===== src/logic/abm_pkg.sv =====
// Shared constants for the autobaud, error and reset block.
package abm_pkg;

	// ----------------------------------------------------------------
	// Register indices on the plain register port
	// ----------------------------------------------------------------
	localparam logic [2:0] WR_TX_DATA  = 3'h0; // Transmit data.
	localparam logic [2:0] WR_TEST     = 3'h2; // Test register, bit 0 is test A.
	localparam logic [2:0] WR_CONTROL  = 3'h4; // Control register.
	localparam logic [2:0] WR_INT_PROG = 3'h5; // Interrupt programming.
	localparam logic [2:0] WR_DIV_LO   = 3'h6; // Divisor low byte.
	localparam logic [2:0] WR_DIV_HI   = 3'h7; // Divisor high byte.
	localparam logic [2:0] RD_RX_DATA  = 3'h0; // Receive data.
	localparam logic [2:0] RD_STATUS   = 3'h1; // Status bits.
	localparam logic [2:0] RD_TEST     = 3'h2; // Test register readback.
	localparam logic [2:0] RD_DIV_LO   = 3'h3; // Divisor low byte.
	localparam logic [2:0] RD_DIV_HI   = 3'h4; // Divisor high byte.

	// ----------------------------------------------------------------
	// Field positions
	// ----------------------------------------------------------------
	localparam int TEST_A_BIT      = 0; // Test A select in the test register.
	localparam int SPEED_MATCH_BIT = 3; // Speed match request, also test B.
	localparam int TX_RESET_BIT    = 5; // Holds the transmitter idle.
	localparam int INT_SEL_LSB     = 3; // Interrupt select field low bit.
	localparam int ST_RX_FULL      = 0; // Status: receive data waiting.
	localparam int ST_BREAK        = 1; // Status: break seen while matching.
	localparam int ST_MATCHED      = 2; // Status: a divisor was measured.
	localparam int ST_TX_BUSY      = 3; // Status: transmitter shifting.

	// ----------------------------------------------------------------
	// Values after reset and selector codes
	// ----------------------------------------------------------------
	localparam logic [7:0]  CONTROL_RESET  = 8'h00;
	localparam logic [7:0]  INT_PROG_RESET = 8'h38;
	localparam logic [7:0]  TEST_RESET     = 8'h00;
	localparam logic [15:0] DIVISOR_RESET  = 16'h0010;
	localparam logic [2:0]  INT_SEL_MATCH  = 3'h0;

	// ----------------------------------------------------------------
	// Counts in system clock periods, ticks and bits
	// ----------------------------------------------------------------
	localparam logic [15:0] SHORT_PULSE = 16'h0048; // 72 periods.
	localparam logic [15:0] VALID_MAX   = 16'h8007; // 32775 periods.
	localparam logic [15:0] BREAK_LIMIT = 16'h8008; // 32776 periods.
	localparam int          OVERSAMPLE  = 4;        // Divisor is pulse over 16.
	localparam logic [3:0]  HALF_BIT    = 4'h7;     // Start bit midpoint tick.
	localparam logic [3:0]  LAST_PHASE  = 4'hF;     // Last tick of a bit.
	localparam logic [3:0]  MATCH_PHASE = 4'h8;     // Phase after a matched start.
	localparam logic [3:0]  FRAME_BITS  = 4'h9;     // Eight data bits plus stop.

endpackage : abm_pkg


===== src/logic/abm_pulse_meter.sv =====
// Measures the first low pulse on the receive line during speed matching.
`timescale 1ns/1ps
module abm_pulse_meter (
	input  wire logic        clock_in,
	input  wire logic        rst_n_in,
	input  wire logic        arm_in,
	input  wire logic        fall_in,
	input  wire logic        rise_in,
	input  wire logic        low_in,
	output logic             start_out,
	output logic             done_out,
	output logic             break_out,
	output logic [15:0]      divisor_out
);

	// ----------------------------------------------------------------
	// Counter state
	// ----------------------------------------------------------------
	logic        active_q, active_d;    // Pulse is being timed.
	logic [15:0] count_q, count_d;      // Periods the line has been low.
	logic        start_q, start_d;      // Pulse: first falling edge seen.
	logic        done_q, done_d;        // Pulse: divisor loaded.
	logic        brk_q, brk_d;          // Pulse: pulse ran past break limit.
	logic [15:0] div_q, div_d;          // Divisor estimate.

	// The counter starts on the falling edge, advances each period and stops on the rise.
	always_comb begin
		active_d = active_q;
		count_d  = count_q;
		start_d  = 1'b0;
		done_d   = 1'b0;
		brk_d    = 1'b0;
		div_d    = div_q;
		if (!active_q) begin
			if (arm_in && fall_in) begin
				active_d = 1'b1;
				count_d  = 16'h0001;
				start_d  = 1'b1;
			end
		end else if (rise_in) begin
			// Short pulses fall out naturally as a divisor of four or less, or zero.
			active_d = 1'b0;
			done_d   = 1'b1;
			div_d    = count_q >> abm_pkg::OVERSAMPLE;
		end else if (low_in) begin
			if (count_q == abm_pkg::BREAK_LIMIT) begin
				// A break loads nothing and gives no end-of-pulse event.
				active_d = 1'b0;
				brk_d    = 1'b1;
			end else begin
				count_d = count_q + 16'h0001;
			end
		end
	end

	// Register the meter state.
	always_ff @(posedge clock_in) begin
		if (!rst_n_in) begin
			active_q <= 1'b0;
			count_q  <= 16'h0000;
			start_q  <= 1'b0;
			done_q   <= 1'b0;
			brk_q    <= 1'b0;
			div_q    <= 16'h0000;
		end else begin
			active_q <= active_d;
			count_q  <= count_d;
			start_q  <= start_d;
			done_q   <= done_d;
			brk_q    <= brk_d;
			div_q    <= div_d;
		end
	end

	assign start_out   = start_q;
	assign done_out    = done_q;
	assign break_out   = brk_q;
	assign divisor_out = div_q;
endmodule : abm_pulse_meter


===== src/logic/abm_baud_tick.sv =====
// Divides the system clock by the divisor into oversampling tick pulses.
`timescale 1ns/1ps
module abm_baud_tick (
	input  wire logic        clock_in,
	input  wire logic        rst_n_in,
	input  wire logic        restart_in,
	input  wire logic [15:0] divisor_in,
	output logic             tick_out
);

	// ----------------------------------------------------------------
	// Divider
	// ----------------------------------------------------------------
	logic [15:0] cnt_q, cnt_d;   // Periods since the last tick.
	logic        tick_q, tick_d; // One-period tick.

	// A zero divisor never ticks, which halts both serial directions.
	always_comb begin
		cnt_d  = cnt_q + 16'h0001;
		tick_d = 1'b0;
		if (restart_in || divisor_in == 16'h0000) begin
			cnt_d = 16'h0000;
		end else if (cnt_q + 16'h0001 >= divisor_in) begin
			cnt_d  = 16'h0000;
			tick_d = 1'b1;
		end
	end

	// Register the divider.
	always_ff @(posedge clock_in) begin
		if (!rst_n_in) begin
			cnt_q  <= 16'h0000;
			tick_q <= 1'b0;
		end else begin
			cnt_q  <= cnt_d;
			tick_q <= tick_d;
		end
	end

	assign tick_out = tick_q;
endmodule : abm_baud_tick


===== src/logic/abm_autobaud.sv =====
// Top of the autobaud block: registers, serial engines, pin enables.
`timescale 1ns/1ps

module abm_autobaud (
	input  wire logic       clock_in,
	input  wire logic       rst_n_in,
	input  wire logic [2:0] addr_in,
	input  wire logic [7:0] wdata_in,
	input  wire logic       wr_in,
	input  wire logic       rd_in,
	input  wire logic       rxd_in,
	output logic      [7:0] rdata_out,
	output logic            rdata_oe_out,
	output logic            txd_out,
	output logic            txd_oe_out,
	output logic            irq_out,
	output logic            irq_oe_out
);

	// ----------------------------------------------------------------
	// Types and declarations
	// ----------------------------------------------------------------
	typedef enum logic [1:0] {RX_IDLE, RX_START, RX_DATA} abm_rx_type;

	logic        sync1_q, sync2_q, sync3_q; // Receive line synchroniser and history.
	logic [7:0]  ctrl_q, ctrl_d;            // Control register.
	logic [7:0]  intp_q, intp_d;            // Interrupt programming.
	logic [7:0]  test_q, test_d;            // Test register.
	logic [15:0] div_q, div_d;              // Active divisor.
	logic [7:0]  rxbuf_q, rxbuf_d;          // Receive data register.
	logic [7:0]  txbuf_q, txbuf_d;          // Transmit data register.
	logic        rxfull_q, rxfull_d;        // Receive data waiting.
	logic        txpend_q, txpend_d;        // Transmit data waiting.
	logic        brk_q, brk_d;              // Break seen while matching.
	logic        match_q, match_d;          // Divisor was measured.
	logic        irq_q, irq_d;              // Latched match interrupt.
	logic [7:0]  rdata_q, rdata_d;          // Read data.
	logic        rdoe_q, rdoe_d;            // Read data drive enable.
	abm_rx_type  rx_q, rx_d;                // Receiver state.
	logic [3:0]  rxph_q, rxph_d;            // Receiver tick phase.
	logic [2:0]  rxbit_q, rxbit_d;          // Receiver bit index.
	logic [7:0]  rxsh_q, rxsh_d;            // Receiver shift register.
	logic [9:0]  txsh_q, txsh_d;            // Transmit frame, start first.
	logic [3:0]  txph_q, txph_d;            // Transmitter tick phase.
	logic [3:0]  txcnt_q, txcnt_d;          // Transmit bits left after this.
	logic        txbusy_q, txbusy_d;        // Transmitter shifting.
	logic        txd_q, txd_d;              // Transmit line.
	logic        fall, rise, low;           // Receive line events.
	logic        m_start, m_done, m_brk;    // Meter events.
	logic [15:0] m_div;                     // Meter estimate.
	logic        tick;                      // Oversampling tick.
	logic        wr_match_zero;             // Host writes a zero to the request.

	// ----------------------------------------------------------------
	// Receive line synchroniser
	// ----------------------------------------------------------------
	// Only the second and third stages are looked at; the first may be metastable.
	always_ff @(posedge clock_in) begin
		if (!rst_n_in) begin
			sync1_q <= 1'b1;
			sync2_q <= 1'b1;
			sync3_q <= 1'b1;
		end else begin
			sync1_q <= rxd_in;
			sync2_q <= sync1_q;
			sync3_q <= sync2_q;
		end
	end

	assign fall = sync3_q && !sync2_q;
	assign rise = !sync3_q && sync2_q;
	assign low  = !sync2_q;

	// ----------------------------------------------------------------
	// Measurement and tick generation
	// ----------------------------------------------------------------
	abm_pulse_meter u_meter (
		.clock_in    (clock_in),
		.rst_n_in    (rst_n_in),
		.arm_in      (ctrl_q[abm_pkg::SPEED_MATCH_BIT]),
		.fall_in     (fall),
		.rise_in     (rise),
		.low_in      (low),
		.start_out   (m_start),
		.done_out    (m_done),
		.break_out   (m_brk),
		.divisor_out (m_div)
	);

	abm_baud_tick u_tick (
		.clock_in   (clock_in),
		.rst_n_in   (rst_n_in),
		.restart_in (m_done),
		.divisor_in (div_q),
		.tick_out   (tick)
	);

	// ----------------------------------------------------------------
	// Register file
	// ----------------------------------------------------------------
	assign wr_match_zero = wr_in && addr_in == abm_pkg::WR_CONTROL
		&& !wdata_in[abm_pkg::SPEED_MATCH_BIT];

	// Host writes, reads and the hardware events that set status bits.
	always_comb begin
		ctrl_d   = ctrl_q;
		intp_d   = intp_q;
		test_d   = test_q;
		div_d    = div_q;
		txbuf_d  = txbuf_q;
		txpend_d = txpend_q;
		rxfull_d = rxfull_q;
		brk_d    = brk_q;
		match_d  = match_q;
		irq_d    = irq_q;
		rdata_d  = 8'h00;
		rdoe_d   = rd_in;
		if (wr_in) begin
			case (addr_in)
				abm_pkg::WR_TX_DATA: begin
					txbuf_d  = wdata_in;
					txpend_d = 1'b1;
				end
				// Test A and test B are stored only; software must leave them clear.
				abm_pkg::WR_TEST:     test_d = wdata_in;
				abm_pkg::WR_CONTROL:  ctrl_d = wdata_in;
				abm_pkg::WR_INT_PROG: intp_d = wdata_in;
				abm_pkg::WR_DIV_LO:   div_d  = {div_q[15:8], wdata_in};
				abm_pkg::WR_DIV_HI:   div_d  = {wdata_in, div_q[7:0]};
				default: begin
				end
			endcase
		end
		// Writing a zero to the request bit drops the latched interrupt.
		if (wr_match_zero) begin
			irq_d = 1'b0;
		end
		if (rd_in) begin
			case (addr_in)
				abm_pkg::RD_RX_DATA: begin
					rdata_d  = rxbuf_q;
					rxfull_d = 1'b0;
				end
				abm_pkg::RD_STATUS: begin
					rdata_d = {4'h0, txbusy_q, match_q, brk_q, rxfull_q};
					brk_d   = 1'b0;
				end
				abm_pkg::RD_TEST:   rdata_d = test_q;
				abm_pkg::RD_DIV_LO: rdata_d = div_q[7:0];
				abm_pkg::RD_DIV_HI: rdata_d = div_q[15:8];
				default:            rdata_d = 8'h00;
			endcase
		end
		// Hardware events come last so that they beat a host write or read in the same cycle, except the transmitter take.
		if (m_start) begin
			ctrl_d[abm_pkg::SPEED_MATCH_BIT] = 1'b0;
		end
		if (m_done) begin
			div_d   = m_div;
			match_d = 1'b1;
			if (intp_q[abm_pkg::INT_SEL_LSB +: 3] == abm_pkg::INT_SEL_MATCH) begin
				irq_d = 1'b1;
			end
		end
		if (m_brk) begin
			brk_d = 1'b1;
		end
		if (rx_q == RX_DATA && tick && rxph_q == abm_pkg::LAST_PHASE && rxbit_q == 3'h7) begin
			rxfull_d = 1'b1;
		end
		// A byte written as the transmitter takes the last one stays pending.
		if (!txbusy_q && txpend_q && !ctrl_q[abm_pkg::TX_RESET_BIT]
			&& !(wr_in && addr_in == abm_pkg::WR_TX_DATA)) begin
			txpend_d = 1'b0;
		end
	end

	// Register the host-visible state; reset clears data and status, sets defaults.
	always_ff @(posedge clock_in) begin
		if (!rst_n_in) begin
			ctrl_q   <= abm_pkg::CONTROL_RESET;
			intp_q   <= abm_pkg::INT_PROG_RESET;
			test_q   <= abm_pkg::TEST_RESET;
			div_q    <= abm_pkg::DIVISOR_RESET;
			txbuf_q  <= 8'h00;
			rxbuf_q  <= 8'h00;
			txpend_q <= 1'b0;
			rxfull_q <= 1'b0;
			brk_q    <= 1'b0;
			match_q  <= 1'b0;
			irq_q    <= 1'b0;
			rdata_q  <= 8'h00;
			rdoe_q   <= 1'b0;
		end else begin
			ctrl_q   <= ctrl_d;
			intp_q   <= intp_d;
			test_q   <= test_d;
			div_q    <= div_d;
			txbuf_q  <= txbuf_d;
			rxbuf_q  <= rxbuf_d;
			txpend_q <= txpend_d;
			rxfull_q <= rxfull_d;
			brk_q    <= brk_d;
			match_q  <= match_d;
			irq_q    <= irq_d;
			rdata_q  <= rdata_d;
			rdoe_q   <= rdoe_d;
		end
	end

	// ----------------------------------------------------------------
	// Receiver
	// ----------------------------------------------------------------
	// After a measurement the receiver picks up at data bit 0 with whatever divisor
	// was loaded, so a bad estimate corrupts the rest of that character.
	always_comb begin
		rx_d    = rx_q;
		rxph_d  = rxph_q;
		rxbit_d = rxbit_q;
		rxsh_d  = rxsh_q;
		rxbuf_d = rxbuf_q;
		case (rx_q)
			RX_IDLE: begin
				if (m_done) begin
					rx_d    = RX_DATA;
					rxph_d  = abm_pkg::MATCH_PHASE;
					rxbit_d = 3'h0;
				end else if (fall && !ctrl_q[abm_pkg::SPEED_MATCH_BIT]) begin
					rx_d   = RX_START;
					rxph_d = 4'h0;
				end
			end
			RX_START: begin
				if (tick) begin
					rxph_d = rxph_q + 4'h1;
					if (rxph_q == abm_pkg::HALF_BIT) begin
						rx_d    = low ? RX_DATA : RX_IDLE;
						rxph_d  = 4'h0;
						rxbit_d = 3'h0;
					end
				end
			end
			RX_DATA: begin
				if (tick) begin
					rxph_d = rxph_q + 4'h1;
					if (rxph_q == abm_pkg::LAST_PHASE) begin
						rxsh_d  = {sync2_q, rxsh_q[7:1]};
						rxbit_d = rxbit_q + 3'h1;
						if (rxbit_q == 3'h7) begin
							rxbuf_d = {sync2_q, rxsh_q[7:1]};
							rx_d    = RX_IDLE;
						end
					end
				end
			end
			default: rx_d = RX_IDLE;
		endcase
	end

	// Register the receiver.
	always_ff @(posedge clock_in) begin
		if (!rst_n_in) begin
			rx_q    <= RX_IDLE;
			rxph_q  <= 4'h0;
			rxbit_q <= 3'h0;
			rxsh_q  <= 8'h00;
		end else begin
			rx_q    <= rx_d;
			rxph_q  <= rxph_d;
			rxbit_q <= rxbit_d;
			rxsh_q  <= rxsh_d;
		end
	end

	// ----------------------------------------------------------------
	// Transmitter
	// ----------------------------------------------------------------
	// Shifts start, eight data bits and stop, one bit per sixteen ticks.
	always_comb begin
		txsh_d   = txsh_q;
		txph_d   = txph_q;
		txcnt_d  = txcnt_q;
		txbusy_d = txbusy_q;
		txd_d    = txd_q;
		if (ctrl_q[abm_pkg::TX_RESET_BIT]) begin
			txbusy_d = 1'b0;
			txd_d    = 1'b1;
		end else if (!txbusy_q) begin
			if (txpend_q) begin
				txsh_d   = {1'b1, txbuf_q, 1'b0};
				txbusy_d = 1'b1;
				txph_d   = 4'h0;
				txcnt_d  = abm_pkg::FRAME_BITS;
				txd_d    = 1'b0;
			end
		end else if (tick) begin
			txph_d = txph_q + 4'h1;
			if (txph_q == abm_pkg::LAST_PHASE) begin
				txsh_d = {1'b1, txsh_q[9:1]};
				txd_d  = txsh_q[1];
				if (txcnt_q == 4'h0) begin
					txbusy_d = 1'b0;
					txd_d    = 1'b1;
				end else begin
					txcnt_d = txcnt_q - 4'h1;
				end
			end
		end
	end

	// Register the transmitter.
	always_ff @(posedge clock_in) begin
		if (!rst_n_in) begin
			txsh_q   <= 10'h3FF;
			txph_q   <= 4'h0;
			txcnt_q  <= 4'h0;
			txbusy_q <= 1'b0;
			txd_q    <= 1'b1;
		end else begin
			txsh_q   <= txsh_d;
			txph_q   <= txph_d;
			txcnt_q  <= txcnt_d;
			txbusy_q <= txbusy_d;
			txd_q    <= txd_d;
		end
	end

	// ----------------------------------------------------------------
	// Pin drive enables
	// ----------------------------------------------------------------
	logic txoe_q;  // Transmit pin enable, low in reset.
	logic irqoe_q; // Interrupt pin enable, low in reset.

	// Every enable drops while reset is held so the pins can be back-driven.
	always_ff @(posedge clock_in) begin
		txoe_q  <= rst_n_in;
		irqoe_q <= rst_n_in;
	end

	assign rdata_out    = rdata_q;
	assign rdata_oe_out = rdoe_q;
	assign txd_out      = txd_q;
	assign txd_oe_out   = txoe_q;
	assign irq_out      = irq_q;
	assign irq_oe_out   = irqoe_q;
endmodule : abm_autobaud


===== config.mk =====
export PLATFORM = sky130hd
export DESIGN_NAME = abm_autobaud
export DESIGN_NICKNAME = d
export VERILOG_FILES = /design/src/logic/abm_pkg.sv /design/src/logic/abm_pulse_meter.sv /design/src/logic/abm_baud_tick.sv /design/src/logic/abm_autobaud.sv
export SDC_FILE = /design/constraint.sdc
export NUM_CORES = 1
export LEC_CHECK = 0
export BUFFER_PORTS_ARGS = -buffer_cell sky130_fd_sc_hd__buf_4
export CAP_MARGIN = 20
export CELL_PAD_IN_SITES_DETAIL_PLACEMENT = 1
export CELL_PAD_IN_SITES_GLOBAL_PLACEMENT = 1
export CORE_ASPECT_RATIO = 1.1
export CORE_MARGIN = 8
export CORE_UTILIZATION = 25
export CTS_CLUSTER_SIZE = 30
export DETAILED_ROUTE_END_ITERATION = 6
export PLACE_DENSITY_LB_ADDON = 0.1
export SYNTH_ARGS = -nofsm -noshare
export SYNTH_HDL_FRONTEND = slang
export SYNTH_HIERARCHICAL = 1
export SYNTH_SLANG_ARGS = --single-unit
export TNS_END_PERCENT = 10

===== constraint.sdc =====
create_clock -name clock_in -period 3.24 [get_ports clock_in]
set_clock_uncertainty 0.05 [all_clocks]
set_input_delay 0.648 -clock clock_in [delete_from_list [all_inputs] [get_ports clock_in]]
set_output_delay 0.648 -clock clock_in [all_outputs]
set_load 0.03 [all_outputs]

; Word-level counts from Yosys, hierarchy flattened
; Cells that the tools add are included.
[word_totals]
reg_bits = 156
input_bits = 16
out_inout_bits = 13
[classes]
add_sub_neg = 6
n_lt_le_gt_ge = 1
n_eq_ne = 29
muxes = 69
bitwise = 3
reduce_logical = 64
[op_table]
columns = op, count
row1 = two-way mux 16 bit, 7
row2 = two-way mux 4 bit, 13
row3 = two-way mux 10 bit, 4
row4 = case mux 8 bit (5 select lines), 1
row5 = "adder 16 x 1 -> 16 bit, second input constant", 2
row6 = case mux 16 bit (2 select lines), 1
row7 = two-way mux 1 bit, 27
row8 = "inequality test 2 x 1 -> 1 bit, second input constant", 9
row9 = AND reduction 2 bit, 9
row10 = nonzero test 2 bit, 9
row11 = "equality test 16 bit, second input constant", 1
row12 = >= comparator 16 bit, 1
row13 = logical NOT 16 bit, 1
row14 = two-way mux 2 bit, 8
row15 = AND reduction 4 bit, 4
row16 = "equality test 3 bit, second input constant", 5
row17 = two-way mux 3 bit, 5
row18 = AND reduction 3 bit, 5
row19 = logical AND 1 bit, 13
row20 = case mux 4 bit (3 select lines), 1
row21 = AND reduction 6 bit, 2
row22 = "inequality test 2 bit, second input constant", 5
row23 = OR reduction 2 bit, 5
row24 = case mux 3 bit (3 select lines), 1
row25 = 21 further kinds, 33

; Depth between registers and ports, before layout
[depth]
word_depth = 6
depth_mapped = 12
depth_no_buf = 11

; By module
; Netlist, hierarchy kept.
[modules_own_cells]
columns = mod, instances, cells_per_inst, area_per_inst_um2, seq_area_each_um2
row1 = abm_autobaud, 1, 477, 4265.3, 1941.9
row2 = abm_pulse_meter, 1, 195, 1607.8, 640.6
row3 = abm_baud_tick, 1, 134, 1159.9, 340.3

; Worst setup path after synthesis
; Ideal clock, no wire load.
[synth_path]
path_kind = reg-to-reg
startpoint = register u_tick.cnt_q[0]
endpoint = register u_tick.cnt_q[14]
setup_ns = 0.114
arrival_time_ns = 2.677
required_ns = 3.076
path_slack_ns = 0.400
stages_incl_launch_ff = 13
period_less_slack_ns = 2.840
cell_sequence = dfxtp_1 > ha_1 > and4_1 > nand2b_1 > nor3_1 > xor2_1 > ha_1 > nand4_1 > or2_0 > or4_4 > nand4_4 > buf_6 > nor2b_1
[synth_between]
elab_chain_cells = 3
[synth_rtl]
columns = element, line_no
row1 = "start, declared", abm_baud_tick.sv:14  ; logic [15:0] cnt_q, cnt_d;
row2 = "start signal, assigned", abm_baud_tick.sv:35  ; cnt_q <= cnt_d;
row3 = adder 16 x 1 -> 16 bit *, "abm_baud_tick.sv:19, abm_baud_tick.sv:23"
row4 = >= comparator 16 bit, abm_baud_tick.sv:23  ; end else if (cnt_q + 16'h0001 >= divisor_in) begin
row5 = OR reduction 3 bit (no source line), -
; Every way passes the cells marked *; elsewhere a longest branch is shown, timed or not.
; A chain may end at the register's enable or synchronous reset.

; Final worst setup path
[layout_path]
startpoint = register u_tick.cnt_q[1]
endpoint = register u_tick.cnt_q[3]
; Same word-level chain as after synthesis.

==> metrics.md <==
| Metric | Value |
|---|---|
| Outcome | finished, final reports clean |
| Final setup fails | 0 |
| Top_reg_cell synth | dfxtp_1 |
| Unrepaired setup endpoints after global routing | no |
| GRT Overall Usage | 0.127 |
| Maximum clock path buffer count | 2 |
| Htree depth | 4 |
| Register area share after synthesis | 0.416 |
| Clk sinks | 146 |
| Worst-path clk slew | roughly 0.07 ns |
| Via-to-Cell Ratio | 4.86 |
| Synth cell types | 68 |
| Slew @ Worst Pin | about 0.86 ns |
| Worst skew pair latency | approximately 0.42 ns |
| CTS tree | yes |
| Setup TNS | 0 ns |
| CP max stage delay | ~0.6 ns |
| CP Cell Sequence | ha_2 -> and4_1 -> nand2b_1 -> nor3_2 -> xor2_1 -> ha_1 -> nand4_1 -> or2_0 -> or4_4 -> nand4_4 -> nor2b_1 |
| Die area | between 0.03 and 0.04 mm2 |
| Final nets | 870 |
| Root buffer cell | clkbuf_16 |
| Initial antenna violation count | 0 |
| I/O Pins | 29 |
| Fin. Hold Viols | 0 |
| Area of the core | 0.0278 mm2 |
| WP data required | approximately 3.5 ns |
| Syn Area/Cell | 8.73 um2 |
| Fraction of final layout cells sized beyond drive strength 1 | 0.135 |
| Critical Path Sink Type | register |
| Post-route DRC violation count | 0 |
| ANT cells | 0 |
| Port Buffer Count | 28 |
| Slowest CP cell | or4_4 |
| Area delta synth->final | 17.1% |
| DR vias | a little under 6000 |
| Commonest non-fill, non-tap cell in the layout | dfxtp_1 |
| Most frequent cells in the layout | dfxtp_1 (145), nand2_1 (112), a21oi_1 (73) |
| First-pass GRT wire length | ~34 mm |
| Postcts setup bufs | 0 |
| Static leakage | a little over 3 nW |
| Synth Instances | between 800 and 900 |
| WL/cell | ~18 um |
| Initial core utilization | 0.253 |
| Dpl hpwl | between 15 and 20 mm |
| Fmax | about 330 MHz |
| Crit Path Max Fanout | 8 |
| Width of the die | 176 um |
| Power per cell area | 518 mW/mm2 |
| FFs w/ async S/R, synth | 0 |
| CTS buffer count | 17 |
| Cell Area, Synth | around 0.0070 mm2 |
| Rows | 64 |
| Antenna violation net count after detailed routing | 0 |
| Tcrit/Tclk final | 0.934 |
| Worst min path class | input pin to register |
| Global route overflow | 0 |
| Max-Cap Viols | 0 |
| Max_slew headroom | 0.424 |
| First-pass detailed-route iteration total | 4 |
| Number of hold buffers added after CTS | 0 |
| Initial DRC count | around 220 |
| Vias in the first global route | 6286 |
| Pins Over Slew Limit | 0 |
| Placer Congestion | 0.773 |
| Die height | roughly 190 um |
| Post-synth EDFFs | 0 |
| Crit path time final | ~3.0 ns |
| Total wire length | 21.1 mm |
| WP data arrival | 3.28 ns |
| WS Path Type | register to register |
| Yosys reg bits | approximately 150 |
| Yosys Warn Count | 6 |
| Critical Path Start Type | register |
| VDD IR max | 0.000241 V |
| Largest net degree at the start of global routing | 42 |
| Resized cells post-CTS | 0 |
| Final Core Density | 0.296 |
area by class of cell:
cell class | count | area [um2]
flip-flops and latches | 146 | 2920
clock buffers | 19 | 453
well taps | 363 | 454
inverters | 34 | 128
clock inverters | 13 | 149
repair buffers | 40 | 300
multi-input cells | 586 | 3830
fillers | 3223 | 19600
where the power goes:
group / internal, W / switching (W)
clock: 0.00119 / 0.000828
sequential: 0.00183 / 0.0000373
combinational: 0.000144 / 0.000236
worst paths after layout:
check	endpoint	slack, ns	cells past startpoint	from
hold reg to reg	sync2_q	0.36	1	sync1_q
setup reg to reg	u_tick/cnt_q[3]	0.21	11	u_tick/cnt_q[1]
hold / removal	sync1_q	0.35	2	rxd_in
setup / recovery	u_tick/cnt_q[3]	0.21	11	u_tick/cnt_q[1]
cell families (layout without fill, tap and decap cells):
kind of cell    Yosys count  after routing  synth area share
buf+inv                  78            106            0.0493
xor+xnor                 17             17            0.0212
simple gates            330            331             0.241
flops                   146            146             0.416
other cells               1              4          0.000533
mux                      64             64            0.0941
compound gates          141            141             0.126
fa+ha+maj                29             29            0.0516
stage by stage:
step | total power, W | hold WS (ns) | cell area, um2 | worst slack [ns] | instances
CTS | 0.00435 | 0.333 | 8180 | 0.000148 | 1200
detailed placement | 0.00229 | 0.345 | 7580 | 0.0102 | 1168
global placement | 0.00228 | 0.338 | 7580 | 0.221 | 1168
global route | 0.00447 | 0.348 | 8230 | 0.0330 | 1201
floorplan | 0.00217 | 0.326 | 7040 | 0.400 | 809
finish | 0.00427 | 0.353 | 8230 | 0.214 | 1201
routing by layer:
layer | vias to the layer above | part of all wire | global-route usage
met5 | - | 0 | 0
met4 | 0 | 0.014 | 0.0408
met3 | 16 | 0.023 | 0.0244
met2 | 64 | 0.49 | 0.220
met1 | 2864 | 0.47 | 0.156
li1 | 2895 | - | -
Yosys cell counts (5+ instances only):
library cell,count,area share
a22oi_1,13,0.014
nand2_1,112,0.060
xor2_1,7,0.0087
a31oi_1,6,0.0053
mux2i_1,47,0.067
ha_1,29,0.052
nor2_1,60,0.032
and2_1,5,0.0044
inv_1,33,0.018
o211ai_1,10,0.011
nand3b_1,5,0.0053
clkbuf_1,28,0.015
buf_4,5,0.0053
xnor2_1,10,0.012
a21oi_1,73,0.052
nor3_1,11,0.0078
o21ai_0,14,0.010
and4_1,5,0.0062
nand4_1,14,0.012
dfxtp_1,146,0.42
mux2_2,17,0.027
nand4b_1,6,0.0075
nand2b_1,8,0.0071
nor4_1,12,0.011
or3_1,6,0.0053
nand3_1,37,0.026
nor2b_1,16,0.014
critical path: cells and delay by family (launching register included):
kind	cells	cell delay (ns)
simple gates	8	1.86
fa+ha+maj	2	0.51
xor+xnor	1	0.12
flops	1	0.36
sequential cells by signal (all words and copies together) (netlist names), 2 cells and up:
name,cells
rxbuf_q,8
u_meter/divisor_out,12
test_q,8
rxbit_q,3
ctrl_q,2
intp_q,3
txbuf_q,8
div_q,16
txsh_q,8
rxsh_q,7
txcnt_q,4
u_tick/cnt_q,16
txph_q,4
u_meter/count_q,16
rdata_out,8
rxph_q,4
rx_q,2
No activity file was read; power rests on OpenSTA's default activity.
